## src/rtl/ncfg_pkg.sv

```systemverilog
// Constants, types and state codes for the serial-access configuration selector.
// Assumes one 20 MHz system clock; every pin is asynchronous to it.
// What this block does
// RQ1: Select low: outputs follow register selector bits.
// RQ2: Select high: outputs follow external inputs.
// RQ3: Held output via latch, transparent while select low.
// RQ4: Held value is that shown when select rose.
// RQ5: Writes during select high leave held output.
// RQ6: Force low with select low zeroes outputs.
// RQ7: Write lock low allows serial register writes.
// RQ8: Write lock high keeps register unchanged.
// RQ9: Register starts all zero before any write.
// RQ10: Seven-bit address plus direction; answer own address.
// RQ11: Exactly eight data bits follow address acknowledge.
// RQ12: Store byte only on write with lock low.
// RQ13: Read drives register contents as eight bits.
// RQ14: Byte: three zeros, held bit, four selector bits.
// RQ15: Nonzero top three bits abort the write.
// RQ16: Block writes when either supply is low.
// RQ17: Update register only after all eight bits.
// RQ18: Ignore other addresses, data line stays released.
package ncfg_pkg;

	// Stored register width, value after reset and field positions.
	localparam int NV_WIDTH = 5;
	localparam logic [4:0] NV_RESET = 5'h00;
	localparam int HELD_BIT = 4;
	localparam int SEL_MSB = 3;
	localparam int PAD_MSB = 7;
	localparam int PAD_LSB = 5;
	localparam logic [2:0] PAD_ZERO = 3'h0;

	// Serial framing: bits per byte and counter reset value.
	localparam logic [3:0] BYTE_BITS = 4'h8;
	localparam logic [3:0] LAST_READ_BIT = 4'h7;
	localparam logic [3:0] CNT_RESET = 4'h0;
	localparam logic [7:0] SHIFT_RESET = 8'h00;

	// Slave address default; the value is arbitrary.
	localparam logic [6:0] DEV_ADDR_DEFAULT = 7'h2a;

	// Serial slave states, one-hot.
	typedef enum logic [7:0] {
		ST_IDLE = 8'h01,
		ST_ADDR = 8'h02,
		ST_AACK = 8'h04,
		ST_WDATA = 8'h08,
		ST_WACK = 8'h10,
		ST_RDATA = 8'h20,
		ST_RACK = 8'h40,
		ST_SKIP = 8'h80
	} ncfg_state_t;

	// All pin inputs, carried together through the synchroniser.
	typedef struct packed {
		logic scl;
		logic sda;
		logic force_low_n;
		logic write_lock;
		logic path_select;
		logic bus_supply_ok;
		logic core_supply_ok;
		logic [3:0] ext_inputs;
	} ncfg_pins_t;

	localparam ncfg_pins_t PINS_RESET = '{1'b1, 1'b1, 1'b1, 1'b1, 1'b1, 1'b0, 1'b0, 4'hf};

endpackage : ncfg_pkg

```

## src/rtl/ncfg_top.sv

```systemverilog
// Configuration selector with a serial two-wire slave and a five-bit stored register.
// Assumes all pins are asynchronous to clk_i and that the data line is open drain with a pull-up.
`timescale 1ns/1ps
`default_nettype none

module ncfg_top
	import ncfg_pkg::*;
#(
	parameter logic [6:0] DEV_ADDR = DEV_ADDR_DEFAULT
) (
	input wire logic clk_i,
	input wire logic resetn_i,
	input wire logic scl_i,
	input wire logic sda_i,
	output logic sda_o,
	output logic sda_oe_o,
	input wire logic force_low_n_i,
	input wire logic write_lock_i,
	input wire logic path_select_i,
	input wire logic bus_supply_ok_i,
	input wire logic core_supply_ok_i,
	input wire logic [3:0] ext_inputs_i,
	output logic [3:0] selector_outputs_o,
	output logic held_output_o
);

	////////////////////////////////////////////////////////////////////////////////
	// Input synchronisation and bus event detection.

	ncfg_pins_t pins_raw;
	ncfg_pins_t pins_meta_reg;
	ncfg_pins_t pins_reg;
	logic scl_prev_reg;
	logic sda_prev_reg;
	logic scl_rise;
	logic scl_fall;
	logic start_det;
	logic stop_det;

	assign pins_raw = '{scl_i, sda_i, force_low_n_i, write_lock_i, path_select_i,
		bus_supply_ok_i, core_supply_ok_i, ext_inputs_i};

	// Two flops on every pin; only the second one is read by logic.
	always_ff @(posedge clk_i) begin
		if (!resetn_i) begin
			pins_meta_reg <= PINS_RESET;
			pins_reg <= PINS_RESET;
		end else begin
			pins_meta_reg <= pins_raw;
			pins_reg <= pins_meta_reg;
		end
	end

	// Previous sampled levels of the bus lines, for edge finding.
	always_ff @(posedge clk_i) begin
		if (!resetn_i) begin
			scl_prev_reg <= 1'b1;
			sda_prev_reg <= 1'b1;
		end else begin
			scl_prev_reg <= pins_reg.scl;
			sda_prev_reg <= pins_reg.sda;
		end
	end

	// Clock edges, and start and stop as data edges while the clock is high.
	assign scl_rise = pins_reg.scl && !scl_prev_reg;
	assign scl_fall = !pins_reg.scl && scl_prev_reg;
	assign start_det = pins_reg.scl && scl_prev_reg && sda_prev_reg && !pins_reg.sda;
	assign stop_det = pins_reg.scl && scl_prev_reg && !sda_prev_reg && pins_reg.sda;

	////////////////////////////////////////////////////////////////////////////////
	// Serial slave state machine.

	ncfg_state_t state_reg;
	logic [3:0] cnt_reg;
	logic [7:0] shift_reg;
	logic rw_reg;
	logic accept_reg;
	logic [4:0] nv_reg;
	logic wr_done;
	logic wr_ok;

	// A data byte is complete on the clock fall after its eighth bit.
	assign wr_done = (state_reg == ST_WDATA) && scl_fall && (cnt_reg == BYTE_BITS) && !start_det && !stop_det;
	// A write is kept only when unlocked, padded with zeros and fully powered.
	assign wr_ok = !pins_reg.write_lock && (shift_reg[PAD_MSB:PAD_LSB] == PAD_ZERO)
		&& pins_reg.bus_supply_ok && pins_reg.core_supply_ok; // see RQ7 see RQ15 see RQ16

	// Bit counting, shifting and the transaction sequence.
	always_ff @(posedge clk_i) begin
		if (!resetn_i) begin
			state_reg <= ST_IDLE;
			cnt_reg <= CNT_RESET;
			shift_reg <= SHIFT_RESET;
			rw_reg <= 1'b0;
		end else if (start_det) begin
			state_reg <= ST_ADDR;
			cnt_reg <= CNT_RESET;
		end else if (stop_det) begin
			state_reg <= ST_IDLE;
		end else begin
			case (state_reg)
				ST_IDLE: begin
					cnt_reg <= CNT_RESET;
				end
				ST_ADDR: begin
					if (scl_rise) begin
						shift_reg <= {shift_reg[6:0], pins_reg.sda};
						cnt_reg <= cnt_reg + 4'h1;
					end else if (scl_fall && cnt_reg == BYTE_BITS) begin
						cnt_reg <= CNT_RESET;
						if (shift_reg[7:1] == DEV_ADDR) begin // see RQ10
							state_reg <= ST_AACK;
							rw_reg <= shift_reg[0];
						end else begin
							state_reg <= ST_SKIP; // see RQ18
						end
					end
				end
				ST_AACK: begin
					if (scl_fall) begin
						if (rw_reg) begin
							state_reg <= ST_RDATA;
							shift_reg <= {PAD_ZERO, nv_reg}; // see RQ13 see RQ14
						end else begin
							state_reg <= ST_WDATA;
						end
					end
				end
				ST_WDATA: begin
					if (scl_rise) begin
						shift_reg <= {shift_reg[6:0], pins_reg.sda};
						cnt_reg <= cnt_reg + 4'h1;
					end else if (scl_fall && cnt_reg == BYTE_BITS) begin
						state_reg <= ST_WACK; // see RQ11
					end
				end
				ST_WACK: begin
					if (scl_fall) begin
						state_reg <= ST_SKIP;
					end
				end
				ST_RDATA: begin
					if (scl_fall) begin
						shift_reg <= {shift_reg[6:0], 1'b1};
						cnt_reg <= cnt_reg + 4'h1;
						if (cnt_reg == LAST_READ_BIT) begin
							state_reg <= ST_RACK; // see RQ11
						end
					end
				end
				ST_RACK: begin
					if (scl_fall) begin
						state_reg <= ST_SKIP;
					end
				end
				ST_SKIP: begin
					cnt_reg <= CNT_RESET;
				end
				default: begin
					state_reg <= ST_IDLE;
				end
			endcase
		end
	end

	// Remember whether the last data byte was taken, for its acknowledge.
	always_ff @(posedge clk_i) begin
		if (!resetn_i) begin
			accept_reg <= 1'b0;
		end else if (wr_done) begin
			accept_reg <= wr_ok;
		end
	end

	////////////////////////////////////////////////////////////////////////////////
	// Stored register.

	// Loaded only when a whole valid byte has arrived; otherwise left alone.
	always_ff @(posedge clk_i) begin
		if (!resetn_i) begin
			nv_reg <= NV_RESET; // see RQ9
		end else if (wr_done && wr_ok && !rw_reg) begin
			nv_reg <= shift_reg[NV_WIDTH-1:0]; // see RQ12 see RQ17 see RQ8
		end
	end

	////////////////////////////////////////////////////////////////////////////////
	// Data line driver.

	// Pull low for address and accepted data acknowledges and for zero read bits.
	always_ff @(posedge clk_i) begin
		if (!resetn_i) begin
			sda_o <= 1'b0;
			sda_oe_o <= 1'b0;
		end else begin
			sda_o <= 1'b0;
			case (state_reg)
				ST_AACK: sda_oe_o <= 1'b1;
				ST_WACK: sda_oe_o <= accept_reg;
				ST_RDATA: sda_oe_o <= !shift_reg[7]; // see RQ13
				default: sda_oe_o <= 1'b0; // see RQ18
			endcase
		end
	end

	////////////////////////////////////////////////////////////////////////////////
	// Selector and held output.

	// Selector follows external inputs, or the register unless forced low.
	always_ff @(posedge clk_i) begin
		if (!resetn_i) begin
			selector_outputs_o <= 4'h0;
		end else if (pins_reg.path_select) begin
			selector_outputs_o <= pins_reg.ext_inputs; // see RQ2
		end else if (!pins_reg.force_low_n) begin
			selector_outputs_o <= 4'h0; // see RQ6
		end else begin
			selector_outputs_o <= nv_reg[SEL_MSB:0]; // see RQ1
		end
	end

	// Held output is transparent while select is low and freezes when it rises.
	always_ff @(posedge clk_i) begin
		if (!resetn_i) begin
			held_output_o <= 1'b0;
		end else if (!pins_reg.path_select) begin // see RQ4 see RQ5
			held_output_o <= pins_reg.force_low_n && nv_reg[HELD_BIT]; // see RQ3 see RQ6
		end
	end
endmodule : ncfg_top

`default_nettype wire

```

## config.mk

```make
export PLATFORM = sky130hd
export DESIGN_NAME = ncfg_top
export DESIGN_NICKNAME = d
export VERILOG_FILES = /design/src/rtl/ncfg_pkg.sv /design/src/rtl/ncfg_top.sv
export SDC_FILE = /design/constraint.sdc
export NUM_CORES = 1
export LEC_CHECK = 0
export BUFFER_PORTS_ARGS = -buffer_cell sky130_fd_sc_hd__buf_4
export CELL_PAD_IN_SITES_DETAIL_PLACEMENT = 0
export CELL_PAD_IN_SITES_GLOBAL_PLACEMENT = 2
export CORE_UTILIZATION = 33
export DETAILED_ROUTE_END_ITERATION = 12
export GPL_TIMING_DRIVEN = 0
export HOLD_SLACK_MARGIN = 0.05
export PLACE_DENSITY_LB_ADDON = 0.1
export SLEW_MARGIN = 20
export SYNTH_ARGS = -nofsm -noshare
export SYNTH_HDL_FRONTEND = slang
export SYNTH_SLANG_ARGS = --single-unit
```

## constraint.sdc

```tcl
create_clock -name clk_i -period 2.2 [get_ports clk_i]
set_input_delay 0.22 -clock clk_i [delete_from_list [all_inputs] [get_ports clk_i]]
set_output_delay 0.22 -clock clk_i [all_outputs]
set_load 0.02 [all_outputs]
```

### Yosys cells after proc, flatten, opt, wreduce, memory -nomap -nowiden

Index checks and enable logic that the tools add are counted.

* reductions and logical operators: 40
* add/subtract/negate cells: 1
* bitwise logic cells: 5
* eq/ne operators: 32
* muxes and demuxes: 26

Operator list (number)
* 8-bit 2-to-1 mux: 13
* 8-bit case mux with 6 select lines: 1
* 4-bit 2-to-1 mux: 6
* 4-bit != test, second input constant: 6
* 8-bit case mux with 3 select lines: 1
* 1-bit logical AND: 18
* 9-bit AND reduction: 2
* 2-bit != test, second input constant: 8
* 4-bit case mux with 4 select lines: 1
* 1-bit zero test: 9
* 8-bit by 1-bit equality test with 1-bit output, second input constant: 1
* 8-bit by 2-bit equality test with 1-bit output, second input constant: 1
* 8-bit by 3-bit equality test with 1-bit output, second input constant: 1
* 8-bit by 4-bit equality test with 1-bit output, second input constant: 1
* 8-bit by 5-bit equality test with 1-bit output, second input constant: 1
* 8-bit by 6-bit equality test with 1-bit output, second input constant: 1
* 8-bit by 7-bit equality test with 1-bit output, second input constant: 1
* 8-bit equality test, second input constant: 1
* 2-bit OR reduction: 4
* 7-bit by 6-bit equality test with 1-bit output, second input constant: 1
* 7-bit AND reduction: 1
* 6-bit 2-to-1 mux: 1
* 2-bit by 1-bit != test with 1-bit output, second input constant: 3
* 6-bit AND reduction: 1
* 15 further kinds: 20

* register bits: 57
* output and inout port bits: 7
* input port bits: 13
* word-level logic and storage cells: 132

### Logic depth before layout (Yosys ltp)

* depth after elaboration: 8
* depth in mapped cells: 8

### Worst setup path after synthesis

No wires, ideal clock.

* path kind: register -> register
* start: register state_reg[2]
* end: register cnt_reg[3]
* required time: 2.128 ns
* path slack: 0.176 ns
* buffers on the path: 1
* data arrival time: 1.952 ns
* stages on the path, launching flop included: 7
* path through: dfxtp_1 > buf_6 > or4_4 > or3_4 > and4_4 > nor4_4 > mux2i_1

* longest elaborated chain between the ends: 4
* elaborated cells between the ends (all ways): 12

RTL lines
* from (decl): line ncfg_top.sv:74 `ncfg_state_t state_reg;`
* from (signal assigned): line ncfg_top.sv:92 `state_reg <= ST_IDLE;`
* from (signal assigned): line ncfg_top.sv:97 `state_reg <= ST_ADDR;`
* from (signal assigned): line ncfg_top.sv:100 `state_reg <= ST_IDLE;`
* 8-bit equality test or 8-bit by 1-bit equality test with 1-bit output (tied branches): line ncfg_top.sv:102 `case (state_reg)`
* 2-bit OR reduction (no source line)
* 4-bit nonzero test (no source line)
* 5-bit AND reduction (no source line)
* to (signal assigned): line ncfg_top.sv:109 `cnt_reg <= cnt_reg + 4'h1;`
* to (signal assigned): line ncfg_top.sv:133 `cnt_reg <= cnt_reg + 4'h1;`
* to (signal assigned): line ncfg_top.sv:146 `cnt_reg <= cnt_reg + 4'h1;`
* to (decl): line ncfg_top.sv:75 `logic [3:0] cnt_reg;`

Parallel ways exist; a longest one is shown, timed or not.
A chain may end at the register's enable or synchronous reset.

### Worst setup path in the final report

Same ends and word-level chain as after synthesis.

==> impl_metrics.toml <==
[power]
p_leak_nw = 1.292
p_per_area_nw_per_um2 = 698.6
irDropWorstVdd_uv = 437.7

[final_layout]
antennaDiodeCount = 0
drive_gt1_frac = 0.1823
syn_to_final_growth_pct = 24.68
fin_nets = 361
fill_cells = 839
final_common_cell = "dfxtp_1"
most-common-layout-cells = "56 x dfxtp_1, 29 x nor2_1, 25 x nand2b_1"

[setup_path]
reg2reg_setup_slack_ns = 0.03
worstPathBufferInverterCount = 1
cp_slowest_stage_delay_ns = 0.55
cp_slowest_cell = "or4_4"
crit_path_end_kind = "flip-flop"
start_kind = "flip-flop"
rr_endpoint = "cnt_reg[3]"
critical_path_class = "reg -> reg"
worst-r2r-cell-count = 6
r2r_start = "state_reg[2]"
worst-path-max-fanout = 10
worstPathRequired_ns = 2.48
crit_family = "simple AND/OR/NAND/NOR gates"
path_cells = "buf_6, or4_4, or3_4, and4_4, nor4_4, mux2i_1"
path_depth = 6
arrival_ns = 2.45

[sta]
fmax_mhz = 461.0
setup_ws_ns = 0.03085
timing.hold.ws_ns = 0.07862
slew_headroom = 0.5226
final-setup-viol-count = 0
slew_violations = 0
finClkSkew_ns = 0.01216
period_needed_ns = 2.169
hold_viol_final = 0
rsz0062_at_grt = "yes"
worstMarginPinSlew_ns = 0.7086
period_share = 0.9860

[place]
port-buffer-count = 18
place_congestion = 0.8205
pre_cts_slack_ns = -0.2199
detailed_place_hpwl_mm = 5.022

[clock_network]
cts_root_buffer = "clkbuf_8"
clock_latency_ns = 0.35
clock_path_buffers = 2
cts_sinks = 57
clkTransAtPathRegs_ns = 0.07
htreeDepth = 3
cts_buffers = 9
cts_tree = "done"

[global_routing]
grtUsageTotal = 0.1796
overflow = 0
antenna_found_initial = 0
grt_pass1_wl_mm = 11.67
grt_max_degree = 13
grt_pass1_vias = 2360

[logic_synthesis]
synth_seq_area_share = 0.4272
synth_edf_count = 0
ys.flop_type = "dfxtp_1"
synth_cell_types = 53
avgSynthCellArea_um2 = 8.673
synth-seq-cells = 57
ys_warn_count = 0
async_reset_ff_frac = 0
synthCells = 308
synth_nets = 323
synth_area_um2 = 2671

[die]
die_h_um = 91.97
fp.dieArea_um2 = 8458
ios = 20
die_width_um = 91.97
num_rows = 32
core_um2 = 7767
start_util = 0.3439

[drt]
drt-total-wl_mm = 7.018
route.detailed.drc = 0
detail-route-antenna-nets = 0
viasPerCell = 5.298
drt-initial-drc-count = 94
first_pass_iters = 4
wl_per_cell_um = 15.49
route.vias.total = 2400

[worst_hold_path]
hold-path-cell-count = 2
hold_class = "in -> reg"
min-delay-start = "core_supply_ok_i"
hold_end = "pins_meta_reg[4]"

[run]
timing.max_cap.violations = 0

[outcome]
status = "finished clean"
## power by group
part | leakage (nW) | switching (W) | internal [W]
Sequential | 0.466 | 0.0000111 | 0.00106
Clock | 0.110 | 0.000476 | 0.000646
Combinational | 0.716 | 0.0000700 | 0.0000659
## layout make-up
| type | instances | area [µm²] | area share |
|---|---|---|---|
| buffer | 14 | 72.57 | 0.02179 |
| timing repair buffer | 29 | 240.2 | 0.07213 |
| inverter | 3 | 11.26 | 0.003381 |
| clock inverter | 7 | 102.6 | 0.03080 |
| sequential | 57 | 1142 | 0.3430 |
| multi-input combinational | 232 | 1510 | 0.4534 |
| tap | 102 | 127.6 | 0.03832 |
| clock buffer | 9 | 123.9 | 0.03719 |
## how the worst max path moves through the flow
stage	from	to	slack (ns)
floorplan	state_reg[2]	cnt_reg[3]	0.18
global placement	state_reg[4]	shift_reg[3]	-0.23
detailed placement	state_reg[7]	shift_reg[0]	-0.22
CTS	scl_prev_reg	nv_reg[1]	0.003
global route	state_reg[2]	cnt_reg[3]	-0.06
finish	state_reg[2]	cnt_reg[3]	0.03
## per-stage QoR
| step | cell area (µm²) | total power (W) | cells | utilization | setup TNS (ns) |
|---|---|---|---|---|---|
| after global placement | 2934 | 0.001214 | 428 | 0.3777 | -2.675 |
| final | 3331 | 0.002327 | 453 | 0.4288 | 0 |
| after CTS | 3287 | 0.002362 | 454 | 0.4232 | 0 |
| after floorplan | 2671 | 0.001167 | 308 | - | 0 |
| after global routing | 3331 | 0.002426 | 453 | 0.4288 | -0.06253 |
| after detailed placement | 2934 | 0.001214 | 428 | 0.3777 | -2.376 |
## repair_timing
item / 4_1_cts / 5_1_grt
endpoints found under the setup margin: 17 / 19
hold buffers: 9 / 0
buffers inserted: 2 / 0
resized for setup: 8 / 10
endpoints found under the hold margin: 9 / 0
pin swaps: 2 / 0
cloned: 0 / 0
## logic make-up after synthesis
logic type               count (synthesis)  share of synthesized area
AO/OA/AOI/OAI                           65                     0.1630
adder cells (fa/ha/maj)                  2                   0.009366
multiplexers                            10                    0.03747
XOR/XNOR                                 4                    0.01311
buffers and inverters                   19                    0.03279
AND/OR/NAND/NOR                        150                     0.3157
other                                    1                   0.001404
flip-flops                              57                     0.4272
## metal layers
layer / global-route usage / routed length, µm / part of all wire
met1: 0.2218 / 3264 / 0.47
met4: 0.08724 / 172 / 0.025
met2: 0.2948 / 3386 / 0.48
met3: 0.03980 / 195 / 0.028
met5: 0 / 0 / 0
## synth_stat cells, drive strengths merged (3+ instances only)
| cell | instances | area (µm²) |
|---|---|---|
| o211ai | 5 | 37.54 |
| xnor2 | 4 | 35.03 |
| nor3 | 11 | 60.06 |
| o21a | 3 | 22.52 |
| dfxtp | 57 | 1141 |
| o31ai | 7 | 52.55 |
| nor4 | 5 | 52.55 |
| nand4b | 3 | 26.28 |
| a21oi | 22 | 113.9 |
| a31oi | 3 | 18.77 |
| clkbuf | 9 | 33.78 |
| and2 | 6 | 37.54 |
| buf | 7 | 42.54 |
| o21ai | 6 | 30.03 |
| nand4 | 13 | 81.33 |
| inv | 3 | 11.26 |
| a311oi | 5 | 43.79 |
| nand2 | 23 | 86.33 |
| nor2 | 30 | 112.6 |
| nand2b | 25 | 156.4 |
| nor2b | 6 | 37.54 |
| mux2i | 10 | 100.1 |
| or4 | 4 | 33.78 |
| nand3 | 13 | 65.06 |
(Power assumes the default switching activity.)
